==> src/hdl/cmmd_pkg.sv <==
// Package: region codes, map boundaries and bank sizing for the memory map decoder
package cmmd_pkg;
    localparam int CMMD_AW = 24;
    localparam int CMMD_BANK_BITS = 11;
    localparam logic [23:0] CMMD_IO_BASE = 24'hff_ff80;
    localparam logic [23:0] CMMD_SW_BASE = 24'hff_f000;
    localparam logic [23:0] CMMD_SW_LAST = 24'hff_ff7f;
    localparam logic [23:0] CMMD_ROM_BASE = 24'hff_0000;
    localparam logic [23:0] CMMD_ROM_LAST = 24'hff_efff;
    localparam logic [23:0] CMMD_INT_MAX = 24'h00_ffff;
    localparam logic [23:0] CMMD_BOOT_LAST_SMALL = 24'hff_00bf;
    localparam logic [23:0] CMMD_PROM_BASE = 24'hff_00c0;
    localparam logic [23:0] CMMD_CACHE_WORDS = 24'h00_0400;
    localparam logic [3:0] CMMD_YGRP_SHIFT = 4'h4;
    localparam logic [23:0] CMMD_XRAM_LAST_DEF = 24'h00_3fff;
    localparam logic [23:0] CMMD_YRAM_LAST_DEF = 24'h00_3fff;
    localparam logic [23:0] CMMD_PRAM_LAST_DEF = 24'h00_3fff;
    localparam logic [23:0] CMMD_CACHE_BASE_DEF = 24'h00_3c00;
    localparam logic [7:0] CMMD_YGRP_INT_DEF = 8'hff;
    localparam logic [31:0] CMMD_ROM_FIT_DEF = 32'h0000_0000;

    typedef enum logic [2:0] {
        CMMD_R_INTRAM,
        CMMD_R_PERIPH,
        CMMD_R_ROMMOD,
        CMMD_R_BOOT,
        CMMD_R_CACHE,
        CMMD_R_EXT,
        CMMD_R_DENY
    } cmmd_region_e;

    typedef enum logic [1:0] {
        CMMD_SP_P,
        CMMD_SP_X,
        CMMD_SP_Y
    } cmmd_space_e;
endpackage : cmmd_pkg

==> src/hdl/cmmd_space_decode.sv <==
// One space's address decoder: region and bank for a single address
`timescale 1ns/1ns
module cmmd_space_decode
    import cmmd_pkg::*;
#(
    parameter cmmd_space_e SPACE = CMMD_SP_X,
    parameter logic [23:0] RAM_LAST = CMMD_XRAM_LAST_DEF,
    parameter logic [23:0] CACHE_BASE = CMMD_CACHE_BASE_DEF,
    parameter logic SW_INTERNAL = 1'b1,
    parameter logic [7:0] YGRP_INT = CMMD_YGRP_INT_DEF,
    parameter logic [23:0] BOOT_LAST = CMMD_BOOT_LAST_SMALL,
    parameter logic [31:0] ROM_FIT = CMMD_ROM_FIT_DEF
) (
    // Access
    input wire logic [23:0] i_addr,
    input wire logic i_is_dma,
    input wire logic i_cache_en,
    // Result
    output cmmd_region_e o_region,
    output logic [12:0] o_bank
);
    logic [4:0] rom_idx;
    logic [2:0] ygrp;

    always_comb begin
        rom_idx = 5'(i_addr[15:CMMD_BANK_BITS]);
        ygrp = i_addr[6:4];
        o_bank = 13'(i_addr[23:CMMD_BANK_BITS]);
        o_region = CMMD_R_EXT;
        if (SPACE != CMMD_SP_P && i_addr >= CMMD_IO_BASE) begin
            o_region = CMMD_R_PERIPH;
            if (SPACE == CMMD_SP_Y && !YGRP_INT[ygrp]) begin
                o_region = CMMD_R_EXT;
            end
        end else if (SPACE != CMMD_SP_P && i_addr >= CMMD_SW_BASE) begin
            o_region = SW_INTERNAL ? CMMD_R_PERIPH : CMMD_R_EXT;
        end else if (SPACE != CMMD_SP_P && i_addr >= CMMD_ROM_BASE) begin
            // Unfitted module slots fall through to the external port
            o_region = ROM_FIT[rom_idx] ? CMMD_R_ROMMOD : CMMD_R_EXT;
        end else if (SPACE == CMMD_SP_P && i_addr >= CMMD_ROM_BASE && i_addr <= BOOT_LAST) begin
            o_region = i_is_dma ? CMMD_R_DENY : CMMD_R_BOOT;
        end else if (SPACE == CMMD_SP_P && i_addr >= CMMD_PROM_BASE) begin
            o_region = ROM_FIT[rom_idx] ? CMMD_R_ROMMOD : CMMD_R_EXT;
        end else if (SPACE == CMMD_SP_P && i_addr >= CACHE_BASE
                     && i_addr < CACHE_BASE + CMMD_CACHE_WORDS) begin
            // Cache RAM is program RAM only while the cache is off
            o_region = i_cache_en ? CMMD_R_EXT : CMMD_R_INTRAM;
        end else if (i_addr <= RAM_LAST) begin
            o_region = CMMD_R_INTRAM;
        end else begin
            o_region = CMMD_R_EXT;
        end
    end
endmodule : cmmd_space_decode

==> src/hdl/cmmd_decoder.sv <==
// Memory map decoder for program, X and Y spaces with core/DMA bank contention
// Contract
// - Separate X and Y spaces, parallel fetch
// - Top 128 X addresses go to peripherals
// - X FFF000-FFFF7F internal or external, build option
// - X FF0000-FFEFFF for 2048-word ROM/RAM banks
// - X 000000 to limit is internal RAM
// - Same-bank DMA stalls; core has priority
// - Top Y 128 in eight groups of 16
// - Y FFF000-FFFF7F internal or external, build option
// - Y FF0000-FFEFFF for 2048-word ROM/RAM banks
// - Y 000000 to limit is internal RAM
// - Bootstrap ROM from FF0000, small ends FF00BF
// - DMA refused in bootstrap ROM
// - P FF00C0 upward for program ROM banks
// - P 000000 to limit is internal RAM
// - External program memory follows internal directly
// - Enabled cache holds 1024 words
// - Cache off: cache RAM is program RAM
// - Cache on: range redirected to external
`timescale 1ns/1ns
module cmmd_decoder
    import cmmd_pkg::*;
#(
    // Device boundaries and build options
    parameter logic [23:0] XRAM_LAST = CMMD_XRAM_LAST_DEF,
    parameter logic [23:0] YRAM_LAST = CMMD_YRAM_LAST_DEF,
    parameter logic [23:0] PRAM_LAST = CMMD_PRAM_LAST_DEF,
    parameter logic [23:0] CACHE_BASE = CMMD_CACHE_BASE_DEF,
    parameter logic X_SW_INTERNAL = 1'b1,
    parameter logic Y_SW_INTERNAL = 1'b1,
    parameter logic [7:0] YGRP_INT = CMMD_YGRP_INT_DEF,
    parameter logic [23:0] BOOT_LAST = CMMD_BOOT_LAST_SMALL,
    parameter logic [31:0] XROM_FIT = CMMD_ROM_FIT_DEF,
    parameter logic [31:0] YROM_FIT = CMMD_ROM_FIT_DEF,
    parameter logic [31:0] PROM_FIT = CMMD_ROM_FIT_DEF
) (
    // Clock and reset
    input wire logic i_core_clk,
    input wire logic i_rst,
    // Core status word cache-enable bit
    input wire logic i_cache_en,
    // Core X, Y and program requests
    input wire logic i_core_x_req,
    input wire logic [23:0] i_core_x_addr,
    input wire logic i_core_y_req,
    input wire logic [23:0] i_core_y_addr,
    input wire logic i_core_p_req,
    input wire logic [23:0] i_core_p_addr,
    // DMA request
    input wire logic i_dma_req,
    input wire logic [1:0] i_dma_space,
    input wire logic [23:0] i_dma_addr,
    // Core routing
    output logic o_core_x_vld,
    output cmmd_region_e o_core_x_region,
    output logic o_core_y_vld,
    output cmmd_region_e o_core_y_region,
    output logic o_core_p_vld,
    output cmmd_region_e o_core_p_region,
    // DMA routing
    output logic o_dma_grant,
    output logic o_dma_stall,
    output logic o_dma_deny,
    output cmmd_region_e o_dma_region
);
    cmmd_region_e cx_r, cy_r, cp_r, dx_r, dy_r, dp_r, d_r;
    logic [12:0] cx_b, cy_b, cp_b, dx_b, dy_b, dp_b;

    typedef struct packed {
        logic cx_vld;
        cmmd_region_e cx_reg;
        logic cy_vld;
        cmmd_region_e cy_reg;
        logic cp_vld;
        cmmd_region_e cp_reg;
        logic d_grant;
        logic d_stall;
        logic d_deny;
        cmmd_region_e d_reg;
    } cmmd_state_s;

    cmmd_state_s st_reg, st_next;
    logic conflict;

    // Banked regions only; peripherals and external have no bank conflict
    function automatic logic cmmd_banked(input cmmd_region_e r);
        return r == CMMD_R_INTRAM || r == CMMD_R_ROMMOD || r == CMMD_R_CACHE
            || r == CMMD_R_BOOT;
    endfunction : cmmd_banked

    function automatic logic cmmd_clash(input logic creq, input cmmd_region_e cr,
                                        input logic [12:0] cb, input cmmd_region_e dr,
                                        input logic [12:0] db);
        return creq && cmmd_banked(cr) && cmmd_banked(dr) && cr == dr && cb == db;
    endfunction : cmmd_clash

    // Separate X and Y decoders allow two operands per cycle
    cmmd_space_decode #(.SPACE(CMMD_SP_X), .RAM_LAST(XRAM_LAST), .CACHE_BASE(CACHE_BASE),
        .SW_INTERNAL(X_SW_INTERNAL), .YGRP_INT(YGRP_INT), .BOOT_LAST(BOOT_LAST),
        .ROM_FIT(XROM_FIT)) u_cx (
        .i_addr(i_core_x_addr), .i_is_dma(1'b0), .i_cache_en(i_cache_en),
        .o_region(cx_r), .o_bank(cx_b));
    cmmd_space_decode #(.SPACE(CMMD_SP_Y), .RAM_LAST(YRAM_LAST), .CACHE_BASE(CACHE_BASE),
        .SW_INTERNAL(Y_SW_INTERNAL), .YGRP_INT(YGRP_INT), .BOOT_LAST(BOOT_LAST),
        .ROM_FIT(YROM_FIT)) u_cy (
        .i_addr(i_core_y_addr), .i_is_dma(1'b0), .i_cache_en(i_cache_en),
        .o_region(cy_r), .o_bank(cy_b));
    cmmd_space_decode #(.SPACE(CMMD_SP_P), .RAM_LAST(PRAM_LAST), .CACHE_BASE(CACHE_BASE),
        .SW_INTERNAL(1'b0), .YGRP_INT(YGRP_INT), .BOOT_LAST(BOOT_LAST),
        .ROM_FIT(PROM_FIT)) u_cp (
        .i_addr(i_core_p_addr), .i_is_dma(1'b0), .i_cache_en(i_cache_en),
        .o_region(cp_r), .o_bank(cp_b));
    cmmd_space_decode #(.SPACE(CMMD_SP_X), .RAM_LAST(XRAM_LAST), .CACHE_BASE(CACHE_BASE),
        .SW_INTERNAL(X_SW_INTERNAL), .YGRP_INT(YGRP_INT), .BOOT_LAST(BOOT_LAST),
        .ROM_FIT(XROM_FIT)) u_dx (
        .i_addr(i_dma_addr), .i_is_dma(1'b1), .i_cache_en(i_cache_en),
        .o_region(dx_r), .o_bank(dx_b));
    cmmd_space_decode #(.SPACE(CMMD_SP_Y), .RAM_LAST(YRAM_LAST), .CACHE_BASE(CACHE_BASE),
        .SW_INTERNAL(Y_SW_INTERNAL), .YGRP_INT(YGRP_INT), .BOOT_LAST(BOOT_LAST),
        .ROM_FIT(YROM_FIT)) u_dy (
        .i_addr(i_dma_addr), .i_is_dma(1'b1), .i_cache_en(i_cache_en),
        .o_region(dy_r), .o_bank(dy_b));
    cmmd_space_decode #(.SPACE(CMMD_SP_P), .RAM_LAST(PRAM_LAST), .CACHE_BASE(CACHE_BASE),
        .SW_INTERNAL(1'b0), .YGRP_INT(YGRP_INT), .BOOT_LAST(BOOT_LAST),
        .ROM_FIT(PROM_FIT)) u_dp (
        .i_addr(i_dma_addr), .i_is_dma(1'b1), .i_cache_en(i_cache_en),
        .o_region(dp_r), .o_bank(dp_b));

    always_comb begin
        st_next = st_reg;
        d_r = CMMD_R_EXT;
        conflict = 1'b0;
        st_next.cx_vld = i_core_x_req;
        st_next.cx_reg = cx_r;
        st_next.cy_vld = i_core_y_req;
        st_next.cy_reg = cy_r;
        st_next.cp_vld = i_core_p_req;
        st_next.cp_reg = cp_r;
        if (i_dma_space == 2'(CMMD_SP_X)) begin
            d_r = dx_r;
            conflict = cmmd_clash(i_core_x_req, cx_r, cx_b, dx_r, dx_b);
        end else if (i_dma_space == 2'(CMMD_SP_Y)) begin
            d_r = dy_r;
            conflict = cmmd_clash(i_core_y_req, cy_r, cy_b, dy_r, dy_b);
        end else if (i_dma_space == 2'(CMMD_SP_P)) begin
            d_r = dp_r;
            conflict = cmmd_clash(i_core_p_req, cp_r, cp_b, dp_r, dp_b);
        end else begin
            d_r = CMMD_R_DENY;
        end
        // Core keeps the slot; DMA retries next cycle
        st_next.d_deny = i_dma_req && d_r == CMMD_R_DENY;
        st_next.d_stall = i_dma_req && !st_next.d_deny && conflict;
        st_next.d_grant = i_dma_req && !st_next.d_deny && !conflict;
        st_next.d_reg = d_r;
    end

    always_ff @(posedge i_core_clk or posedge i_rst) begin
        if (i_rst) begin
            st_reg <= '{cx_vld: 1'b0, cx_reg: CMMD_R_EXT, cy_vld: 1'b0, cy_reg: CMMD_R_EXT,
                        cp_vld: 1'b0, cp_reg: CMMD_R_EXT, d_grant: 1'b0, d_stall: 1'b0,
                        d_deny: 1'b0, d_reg: CMMD_R_EXT};
        end else begin
            st_reg <= st_next;
        end
    end

    assign o_core_x_vld = st_reg.cx_vld;
    assign o_core_x_region = st_reg.cx_reg;
    assign o_core_y_vld = st_reg.cy_vld;
    assign o_core_y_region = st_reg.cy_reg;
    assign o_core_p_vld = st_reg.cp_vld;
    assign o_core_p_region = st_reg.cp_reg;
    assign o_dma_grant = st_reg.d_grant;
    assign o_dma_stall = st_reg.d_stall;
    assign o_dma_deny = st_reg.d_deny;
    assign o_dma_region = st_reg.d_reg;
endmodule : cmmd_decoder

==> config.mk <==
export PLATFORM = sky130hd
export DESIGN_NAME = cmmd_decoder
export DESIGN_NICKNAME = d
export VERILOG_FILES = /design/src/hdl/cmmd_pkg.sv /design/src/hdl/cmmd_space_decode.sv /design/src/hdl/cmmd_decoder.sv
export SDC_FILE = /design/constraint.sdc
export NUM_CORES = 1
export LEC_CHECK = 0
export ABC_AREA = 1
export BUFFER_PORTS_ARGS = -buffer_cell sky130_fd_sc_hd__buf_2
export CAP_MARGIN = 15
export CORE_MARGIN = 1
export CORE_UTILIZATION = 43
export CTS_CLUSTER_DIAMETER = 50
export DETAILED_ROUTE_END_ITERATION = 8
export PLACE_DENSITY = 0.87
export SYNTH_ARGS = -nofsm -noshare
export SYNTH_HDL_FRONTEND = slang
export SYNTH_SLANG_ARGS = --single-unit
export TNS_END_PERCENT = 50
==> constraint.sdc <==
create_clock -name i_core_clk -period 1.4 [get_ports i_core_clk]
set_input_delay 0.14 -clock i_core_clk [delete_from_list [all_inputs] [get_ports i_core_clk]]
set_output_delay 0.14 -clock i_core_clk [all_outputs]
set_load 0.01 [all_outputs]
Yosys cells after proc, flatten, opt, wreduce, memory -nomap -nowiden
Memory sizes are Yosys's and may differ from the RTL's. Cells that the tools add are included.

Register bits: 18. ROM bits: 144. Input port bits: 105. Output and inout bits: 18. Memories kept: 6.

Memories: (name not given) (words 32, bits a word 1, rd ports 1, clocked after Yosys merged registers in 0, wr ports 0, RTL line cmmd_space_decode.sv:39) `o_region = ROM_FIT[rom_idx] ? CMMD_R_ROMMOD : CMMD_R_EXT;`; (name not given) (words 32, bits a word 1, rd ports 1, clocked after Yosys merged registers in 0, wr ports 0, RTL line cmmd_space_decode.sv:43) `o_region = ROM_FIT[rom_idx] ? CMMD_R_ROMMOD : CMMD_R_EXT;`; (name not given) (words 32, bits a word 1, rd ports 1, clocked after Yosys merged registers in 0, wr ports 0, RTL line cmmd_space_decode.sv:39); (name not given) (words 32, bits a word 1, rd ports 1, clocked after Yosys merged registers in 0, wr ports 0, RTL line cmmd_space_decode.sv:43); (name not given) (words 8, bits a word 1, rd ports 1, clocked after Yosys merged registers in 0, wr ports 0, RTL line cmmd_space_decode.sv:32) `if (SPACE == CMMD_SP_Y && !YGRP_INT[ygrp]) begin`; (name not given) (words 8, bits a word 1, rd ports 1, clocked after Yosys merged registers in 0, wr ports 0, RTL line cmmd_space_decode.sv:32).

Magnitude comparators: 28. Equality and inequality tests: 27. Mux-type cells: 39. Reductions and logical operators: 47.

Operator list (count): 24-bit greater-or-equal comparator (second input constant) (12); 24-bit by 14-bit less-or-equal comparator with 1-bit output (second input constant) (4); 3-bit two-way mux (30); 24-bit by 14-bit greater-or-equal comparator with 1-bit output (second input constant) (2); 24-bit less-or-equal comparator (second input constant) (2); 24-bit by 15-bit < comparator with 1-bit output (second input constant) (2); 13-bit == test (3); 3-bit by 2-bit == test with 1-bit output (second input constant) (12); 5-bit by 6-bit < comparator with 1-bit output (second input constant) (4); 3-bit == test (second input constant) (7); 1-bit logical AND (20); 3-bit zero test (6); 1-bit logical OR (18); 3-bit == test (3); 1-bit two-way mux (9); 3-bit by 4-bit < comparator with 1-bit output (second input constant) (2); 2-bit by 1-bit == test with 1-bit output (second input constant) (1); 2-bit == test (second input constant) (1); 1-bit zero test (2); 2-bit zero test (1).

Logic depth before layout (Yosys ltp)
Gate-level depths: netlist of run 1.

Depth in word-level cells: 18. Depth in mapped cells: 11. Mapped depth without buffers: 10.

By module
From an unflattened synthesis of run 1, not the netlist that was laid out.

Cells, all modules: 485. Area, all modules: 2750.1 µm².

Modules (own cells, without submodules): cmmd_decoder (times used 1, cells each 251, area an instance 1466.4 µm², sequential area each 460.4 µm²); cmmd_space_decode (u_cx ...) (times used 4, cells each 34, area an instance 188.9 µm², sequential area each 0.0 µm²); cmmd_space_decode (u_cp ...) (times used 2, cells each 49, area an instance 264.0 µm², sequential area each 0.0 µm²).

Least setup slack after synthesis of run 1
OpenSTA, ideal clock, no wires.

Path kind: input-to-reg. Start point: input i_dma_addr[17]. End point: register st_reg, in the netlist o_dma_grant. Arrival time: 0.839 ns. Path slack: 0.445 ns. Cell stages on the path: 9. Path through: buf_6 > nor2_1 > nand2_1 > nor2_1 > nand2_1 > nor2_2 > nand4_1 > nand3_1 > nor2_1.

RTL lines: start, declared (RTL line cmmd_decoder.sv:53) `input wire logic [23:0] i_dma_addr,`; end signal, assigned (RTL line cmmd_decoder.sv:161) `st_reg <= '{cx_vld: 1'b0, cx_reg: CMMD_R_EXT, cy_vld: 1'b0, cy_reg: CMMD_R_EXT,`; end signal, assigned (RTL line cmmd_decoder.sv:165) `st_reg <= st_next;`; end, declared (RTL line cmmd_decoder.sv:83) `cmmd_state_s st_reg, st_next;`.

==> impl_results.md, run 1 <==
- Die Ht: just over 60 um
- Critical-path cell list: dlygate4sd3_1 -> buf_2 -> nand2_1 -> nor2_1 -> nand2_1 -> nor2_1 -> nand4_1 -> nand3_1 -> nand2_1 -> inv_1
- Final setup TNS: 0 ns
- Final min period: 1.21 ns
- TritonCTS clock tree: built
- Top cell type by total area after synthesis: nand2_1
- Sequential cell area fraction in the yosys report: 26.5%
- Worst setup path start: i_core_p_req
- Detailed-route wire length per cell: roughly 10 um
- Sequential standard cell area: between 400 and 500 um^2
- Worst-path fanout max: 2
- Slew at the pin closest to its max-slew limit: ~0.5 ns
- Area of the placeable core: between 3000 and 4000 um^2
- Final setup viols: 0
- Via-per-instance ratio: 4.69
- Inserted Clock Buffers: 3
- Setup slack after placement: ~0.15 ns
- Worst min-delay path class: in2reg
- Fraction of synthesized cell area taken by the top area cell type: roughly 18%
- Total iterations of the first detailed-routing run: 4
- Leakage power summed over all cells: around 1.2 nW
- Buffer count from post-CTS setup fixing: 0
- Placed wire-length estimate after detailed placement: approximately 3700 um
- Type of element capturing the critical path: flop
- Unrepaired setup endpoints after global routing: false
- CP Capture Point: o_dma_stall
- Depth of the critical timing path with buffers and inverters included: 10
- Overall overflow remaining after global route: 0
- Critical Path Most Common Cell: nand2_1
- Final core occ: between 60% and 70%
- Maximum root-to-sink buffer count: 2
- Final hold vios: 0
- Fmax: ~830 MHz
- Area Growth Syn to Fin: 35.9%
- Max-Cap Viols: 0
- Delay of the slowest cell on the worst path: between 0.5 and 0.6 ns
- Row cnt: 21
- Unique masters post-synth: 28
- Residual DRC count: 0
- Max Transition Viols Final: 0
- Combined buffer and inverter count along the critical path: 3
- Antenna diode instance count: 0
- Via count of the first global-routing pass: between 1500 and 2000
- Sinks on the clock net: 16
- Outcome: completed
- Slowest stage cell on the critical path: dlygate4sd3_1
- First-pass GRT wire length: roughly 6700 um
- Boundary pin count: 123
- Post-route fraction of the period consumed by the critical path: a little under nine tenths
- Number of synthesized register bits: 16
- Required time of the worst setup path: about 1.6 ns
- Global placer's final weighted congestion: 0.942
- Fill count: ~340
- Final net count: 469
- Total power consumption of the routed design: 1.18 mW
- Avg Cell Area, Syn: 5.76 um^2
- Total power divided by cell area: 558 nW/um^2
- Detail Route Antenna Nets: 0
- Largest net degree at the start of global routing: 17
- Share of layout cells above drive strength 1: around a third
- Number of cells produced by synthesis: approximately 270
- Number of DRC markers after the initial detailed-route iteration: 67
- Total global routing track utilization: a little under a quarter
- Synthesis warning total: 0
- Number of standard cells in the layout, taps in and fillers out: approximately 410
- Multi-input logic area: 906 um^2
- Die width: 62.0 um
- Number of I/O port buffers: 86
- WL final: roughly 4200 um
- Floorplan die area: ~3800 um^2
- Critical path start-end classification: in2reg
- Clock-pin slew on the worst setup and hold paths: roughly 0.08 ns
- Placed Cells incl. Taps: 401
- Max H-tree Level: 1
- Setup slack of the critical path after layout: between 0.15 and 0.2 ns
- Total via count in the routed design: 1917
- Gate family responsible for the most delay along the worst path: buffers and inverters
- Startpoint types: input pin
- Netlist Area Pre-Place: around 1500 um^2
- Main area contributors after synthesis: nand2_1, dfstp_2, dfrtp_1
- Initial standard-cell utilization of the core: between 40% and 50%
- Root Buffer Master: clkbuf_4
- Antenna violations before repair: 0
- Max IR drop VDD: 0.000216 V
- Max-Slew Margin vs Limit: approximately 66%
- Arrival time of the worst setup path: approximately 1.4 ns
==> routing by layer <==
metal / up-vias / GRT usage [%] / routed length, um
met5: - / 0 / 0
met4: 0 / 12.1 / 84
met3: 7 / 1.04 / 241
met2: 72 / 42.4 / 2070
met1: 821 / 28.4 / 1840
li1: 1017 / - / -
==> power by group <==
part | total [mW] | internal, mW | switching (mW)
clock network | 0.286 | 0.159 | 0.127
registers | 0.480 | 0.478 | 0.00239
logic | 0.409 | 0.172 | 0.237
==> flip-flops by register name, indices dropped and copies added (netlist names) <==
signal / count
o_core_y_vld: 1
o_core_x_vld: 1
o_dma_deny: 1
o_core_p_region: 3
o_core_p_vld: 1
o_dma_grant: 1
o_dma_stall: 1
o_core_y_region: 2
o_dma_region: 3
o_core_x_region: 2
==> worst min path at each step <==
| stage | to | slack, ns | startpoint | cells after the start |
|---|---|---|---|---|
| floorplan | o_core_p_region[1] | 0.05 | i_rst | 1 |
| global placement | o_core_p_region[1] | 0.20 | i_rst | 2 |
| detailed placement | o_core_p_region[1] | 0.20 | i_rst | 2 |
| CTS | o_core_y_region[2] | 0.07 | i_core_y_addr[12] | 2 |
| global route | o_core_y_region[2] | 0.09 | i_core_y_addr[12] | 2 |
| finish | o_core_y_region[2] | 0.08 | i_core_y_addr[12] | 2 |
==> cell usage in the layout, fill, tap and decap left out, drive strengths merged <==
master	n
nor4	4
o211ai	1
clkinv	2
dfstp	8
a31oi	1
nor3b	1
nand3	7
a211o	1
inv	54
nand2	76
a41oi	1
o22ai	1
dfrtp	8
xor2	7
nor2	54
dlygate4sd3	4
clkbuf	4
o21ai	18
nand4	12
a21oi	1
buf	88
xnor2	3
nor3	5
conb	2
==> repair_timing <==
item                                    in CTS  in global routing
hold buffers                                 4                  0
resized for setup                            0                  0
endpoints found under the hold margin       11                  0
endpoints found under the setup margin       0                  0
==> final cells by class <==
cell class | count | share of cell area, %
repair buffers | 92 | 23.1
clock buffers | 4 | 1.72
well taps | 46 | 2.73
multi-input cells | 195 | 43.0
flip-flops and latches | 16 | 19.5
inverters | 56 | 9.98
==> metrics by stage <==
| step | hold slack [ns] | cell area (um^2) |
|---|---|---|
| floorplan | 0.0480 | 1550 |
| global placement | 0.200 | 2030 |
| detailed placement | 0.200 | 2030 |
| CTS | 0.0689 | 2110 |
| global route | 0.0863 | 2110 |
| finish | 0.0777 | 2110 |
==> synth_stat cells <==
cell type and count:
nand2_1 74, nor2_1 51, inv_1 45, nand4_1 12, o21ai_1 12, inv_2 9
dfrtp_1 8, dfstp_2 8, xor2_1 7, nand3_1 6, o21ai_0 6, nor3_1 5
nor4_1 4, nor2_2 3, xnor2_1 3, buf_4 2, clkinv_1 2, nand2_2 2
a211o_1 1, a21oi_1 1, a31oi_1 1, a41oi_1 1, buf_6 1, conb_1 1
nand3_2 1, nor3b_2 1, o211ai_1 1, o22ai_1 1
==> cell families after synthesis <==
kind of cell / Yosys count / share of synthesized area [%]
other: 1 / 0.242
AOI/OAI and AO/OA: 24 / 8.56
xor gates and xnor gates: 10 / 5.65
buffers and inverters: 59 / 15.3
and+or+nand+nor: 159 / 43.8
DFF: 16 / 26.5
Power figures use the tool's default switching activity.
==> inputs of run 2 (changes only) <==
--- a/config.mk
+++ b/config.mk
@@ -13,6 +13,7 @@
 export CTS_CLUSTER_DIAMETER = 50
 export DETAILED_ROUTE_END_ITERATION = 8
 export PLACE_DENSITY = 0.87
+export REMOVE_ABC_BUFFERS = 1
 export SYNTH_ARGS = -nofsm -noshare
 export SYNTH_HDL_FRONTEND = slang
 export SYNTH_SLANG_ARGS = --single-unit
==> constraint.sdc (replaced) <==
create_clock -name i_core_clk -period 1.4 [get_ports i_core_clk]
set_input_delay 0.28 -clock i_core_clk [delete_from_list [all_inputs] [get_ports i_core_clk]]
set_output_delay 0.28 -clock i_core_clk [all_outputs]
set_load 0.01 [all_outputs]
==> impl_results.md, run 2 (synthesis gave the netlist of run 1 again) <==
- Outcome: completed
- Via-per-instance ratio: around 4.7
- Clock-pin slew on the worst setup and hold paths: 0.08 ns
- Post-detailed-placement cell area: about 2000 um^2
- Unrepaired setup endpoints after global routing: false
- Global routing usage on met1: between 20 and 30%
- Antenna violations before repair: 0
- Via count of the first global-routing pass: around 1600
- TritonCTS clock tree: built
- Worst-path fanout max: 1
- Smallest hold slack: around 0.018 ns
- Overall overflow remaining after global route: 0
- Combined buffer and inverter count along the critical path: 1
- Placed wire-length estimate after detailed placement: around 3600 um
- Residual DRC count: 0
- Number of I/O port buffers: 86
- Met2 Resource Use GR: between 40% and 50%
- Post_cts resized: 0
- Area Growth Syn to Fin: 34.3%
- Maximum root-to-sink buffer count: 2
- Max-Cap Viols: 0
- Leakage power summed over all cells: 1.17 nW
- Initial standard-cell utilization of the core: 45.7%
- Share of layout cells above drive strength 1: 32.7%
- Buffer count from post-CTS setup fixing: 0
- Area of the placeable core: 3390 um^2
- Antenna diode instance count: 0
- Sinks on the clock net: 16
- Detailed-route wire length per cell: slightly above 10 um
- Fmax: between 800 and 900 MHz
- Most crowded layer after global routing: met2
- Final setup TNS: 0 ns
- Critical-path cell list: buf_2
- CTS hold repair buffers: 0
- Commonest non-fill, non-tap cell in the layout: buf_2
- Floorplan die area: 3850 um^2
- Post-route fraction of the period consumed by the critical path: between 80% and 90%
- Met3 capacity usage during global routing: 1.24%
- Final net count: roughly 470
- Slew at the pin closest to its max-slew limit: approximately 0.52 ns
- Placed Cells incl. Taps: roughly 400
- Top library cells by usage in the layout, fill and taps aside: buf_2, nand2_1, nor2_1
- Startpoint types: flop
- Global placer's final weighted congestion: just over 0.9
- Setup slack of the critical path after layout: ~0.21 ns
- WL final: 4140 um
- Detail Route Antenna Nets: 0
- Inserted Clock Buffers: 3
- Final setup viols: 0
- Root Buffer Master: clkbuf_4
- Total power divided by cell area: between 500 and 600 nW/um^2
- Die Ht: between 60 and 70 um
- Total iterations of the first detailed-routing run: 4
- Number of DRC markers after the initial detailed-route iteration: 50
- Boundary pin count: 123
- Worst min-delay path class: in2async
- First-pass GRT wire length: around 6500 um
- Arrival time of the worst setup path: approximately 0.91 ns
- Total global routing track utilization: a little under a quarter
- Max-Slew Margin vs Limit: between 60% and 70%
- Gate family responsible for the most delay along the worst path: flip-flops
- Max H-tree Level: 1
- Slowest stage cell on the critical path: dfstp_2
- Row cnt: 21
- Max Transition Viols Final: 0
- Setup slack after placement: between 0.05 and 0.06 ns
- Delay of the slowest cell on the worst path: between 0.5 and 0.6 ns
- Final hold vios: 0
- Total non-filler cell area in the finished layout: between 2000 and 2500 um^2
- Number of standard cells in the layout, taps in and fillers out: about 410
- Critical path start-end classification: reg2out
- Final min period: 1.19 ns
- Type of element capturing the critical path: output pin
- Total via count in the routed design: 1902
- Required time of the worst setup path: roughly 1.1 ns
- Die width: 62.0 um
- Max IR drop VDD: 0.000213 V
- Largest net degree at the start of global routing: 17
-- run 2: path summary, 6_finish.rpt --
path | slack, ns | cells after the start | endpoint | start
max | 0.21 | 1 | o_core_p_region[0] | o_core_p_region[0]
min | 0.02 | 2 | o_core_p_vld | i_rst
max in group asynchronous | 1.02 | 2 | o_core_x_region[0] | i_rst
min in group i_core_clk | 0.12 | 1 | o_core_p_vld | i_core_p_req
-- run 2: final cells by class --
class                           instances  area [um^2]
Sequential cell                        16          410
Clock buffer                            4         36.3
Fill cell                             341         1310
Tap cell                               46         57.6
Multi-Input combinational cell        195          906
Timing Repair Buffer                   90          460
Inverter                               56          210
-- run 2: power breakdown --
group,internal (mW),total (mW),switching [mW],leakage [nW]
Sequential,0.478,0.480,0.00241,0.185
Clock,0.158,0.283,0.124,0.0210
Combinational,0.165,0.400,0.236,0.967
-- run 2: per-stage QoR --
stage	power [mW]	utilization, %
after floorplan	0.687	-
after global placement	0.879	60.3
after detailed placement	0.887	60.3
after CTS	1.18	61.4
after global routing	1.25	61.4
final	1.16	61.4
-- run 2: metal layers --
layer  vias to the layer above  routed length, um  share of wire, %
li1                       1008                  -                 -
met1                       811               1820                44
met2                        73               2000                48
met3                        10                225               5.4
met4                         0                 91               2.2
met5                         -                  0                 0
==> inputs of run 3 (changes only) <==
--- a/config.mk
+++ b/config.mk
@@ -12,7 +12,7 @@
 export CORE_UTILIZATION = 43
 export CTS_CLUSTER_DIAMETER = 50
 export DETAILED_ROUTE_END_ITERATION = 8
-export PLACE_DENSITY = 0.87
+export PLACE_DENSITY_LB_ADDON = 0.05
 export REMOVE_ABC_BUFFERS = 1
 export SYNTH_ARGS = -nofsm -noshare
 export SYNTH_HDL_FRONTEND = slang
==> impl_results.md, run 3 (synthesis gave the netlist of run 1 again) <==
- Outcome: completed
- WL final: between 4000 and 5000 um
- Via-per-instance ratio: between 4 and 5
- Global placer's final weighted congestion: just under 0.9
- Detail Route Antenna Nets: 0
- Area of the placeable core: about 3400 um^2
- Worst-path fanout max: 1
- Max Transition Viols Final: 0
- Combined buffer and inverter count along the critical path: 1
- Final setup viols: 0
- Antenna violations before repair: 0
- Slowest stage cell on the critical path: dfstp_2
- Setup slack after placement: 0.0437 ns
- Setup slack of the critical path after layout: between 0.15 and 0.2 ns
- Number of DRC markers after the initial detailed-route iteration: 47
- Slew at the pin closest to its max-slew limit: about 0.6 ns
- Final setup TNS: 0 ns
- Sinks on the clock net: 16
- Share of layout cells above drive strength 1: between 30% and 40%
- Floorplan die area: 3850 um^2
- Largest net degree at the start of global routing: 17
- Area Growth Syn to Fin: 33.8%
- First-pass GRT wire length: 6580 um
- Commonest non-fill, non-tap cell in the layout: buf_2
- Share of total power consumed by net switching: 32.2%
- Row cnt: 21
- Delay of the slowest cell on the worst path: 0.53 ns
- Via count of the first global-routing pass: ~1500
- TritonCTS clock tree: built
- Residual DRC count: 0
- Total global routing track utilization: about a quarter
- Total power consumption of the routed design: between 1 and 1.5 mW
- Power share of the sequential group: 40.7%
- Required time of the worst setup path: ~1.1 ns
- Final net count: between 400 and 500
- CTS hold repair buffers: 0
- Startpoint types: flop
- Initial standard-cell utilization of the core: between 40% and 50%
- Maximum root-to-sink buffer count: 2
- Total non-filler cell area in the finished layout: 2070 um^2
- Max-Cap Viols: 0
- Worst min-delay path class: in2async
- Buffer count from post-CTS setup fixing: 0
- Leakage power summed over all cells: roughly 1.2 nW
- Post-detailed-placement cell area: 2040 um^2
- Total via count in the routed design: about 1900
- Detailed-route wire length per cell: 10.5 um
- Critical-path cell list: buf_2
- Post_cts resized: 0
- Final min period: 1.21 ns
- Root Buffer Master: clkbuf_4
- P_sw: approximately 0.38 mW
- Unrepaired setup endpoints after global routing: false
- Fill count: 361
- Fmax: between 800 and 900 MHz
- Number of I/O port buffers: 86
- Die width: 62.0 um
- Total iterations of the first detailed-routing run: 4
- Power share of the clock group: between 20% and 30%
- Max IR drop VDD: about 0.00022 V
- Relative contribution of combinational cells to total power: 33.9%
- Clock-pin slew on the worst setup and hold paths: around 0.1 ns
- Placed wire-length estimate after detailed placement: about 3700 um
- Gate family responsible for the most delay along the worst path: flip-flops
- Top library cells by usage in the layout, fill and taps aside: buf_2, nand2_1, nor2_1
- Boundary pin count: between 100 and 150
- Arrival time of the worst setup path: roughly 0.93 ns
- Type of element capturing the critical path: output pin
- Critical path start-end classification: reg2out
- Total power divided by cell area: 570 nW/um^2
- Inserted Clock Buffers: 3
- Max-Slew Margin vs Limit: approximately 60%
- Internal power component: around 0.80 mW
- Overall overflow remaining after global route: 0
- Antenna diode instance count: 0
- Die Ht: ~62 um
- Max H-tree Level: 1
- Post-route fraction of the period consumed by the critical path: a little under 90%
- Final hold vios: 0
## run 3: changes by cell type in the layout (fill, tap and decap cells not counted), sizes merged
cell  change
buf       -1
## run 3: area by class of cell
| type | count | area (um^2) | area share (%) |
|---|---|---|---|
| Timing Repair Buffer | 89 | 453 | 21.8 |
| Multi-Input combinational cell | 195 | 906 | 43.7 |
| Tap cell | 46 | 57.6 | 2.78 |
| Inverter | 56 | 210 | 10.1 |
| Clock buffer | 4 | 36.3 | 1.75 |
| Sequential cell | 16 | 410 | 19.8 |
## run 3: power by group through the flow
stage | registers [mW] | clock network (mW) | logic (mW)
after floorplan | 0.498 | 0 | 0.190
after global placement | 0.489 | 0 | 0.395
after detailed placement | 0.489 | 0 | 0.401
after CTS | 0.481 | 0.311 | 0.402
after global routing | 0.483 | 0.329 | 0.457
final | 0.481 | 0.300 | 0.401
## run 3: through the flow
stage | cells | util, % | hold WS [ns]
3_5_place_dp | 402 | 60.1 | 0.370
6_report | 406 | 61.2 | 0.0479
5_1_grt | 406 | 61.2 | 0.0988
4_1_cts | 406 | 61.2 | 0.0565
3_3_place_gp | 402 | 60.1 | 0.371
2_1_floorplan | 267 | - | 0.188
## run 3: how the worst max path moves through the flow
stage,from,end,cells past startpoint
global route,o_core_x_region[2],o_core_x_region[2],1
detailed placement,i_dma_addr[21],o_dma_stall,10
floorplan,i_core_x_addr[19],o_dma_grant,6
global placement,i_dma_addr[21],o_dma_grant,9
CTS,o_core_y_region[0],o_core_y_region[0],1
finish,o_core_y_region[0],o_core_y_region[0],1
## run 3: metal layers
layer / vias up / routed length, um / GRT usage, %
li1: 1006 / - / -
met1: 823 / 1840 / 29.4
met2: 72 / 2070 / 42.7
met3: 4 / 336 / 2.28
met4: 0 / 42 / 5.71
met5: - / 0 / 0
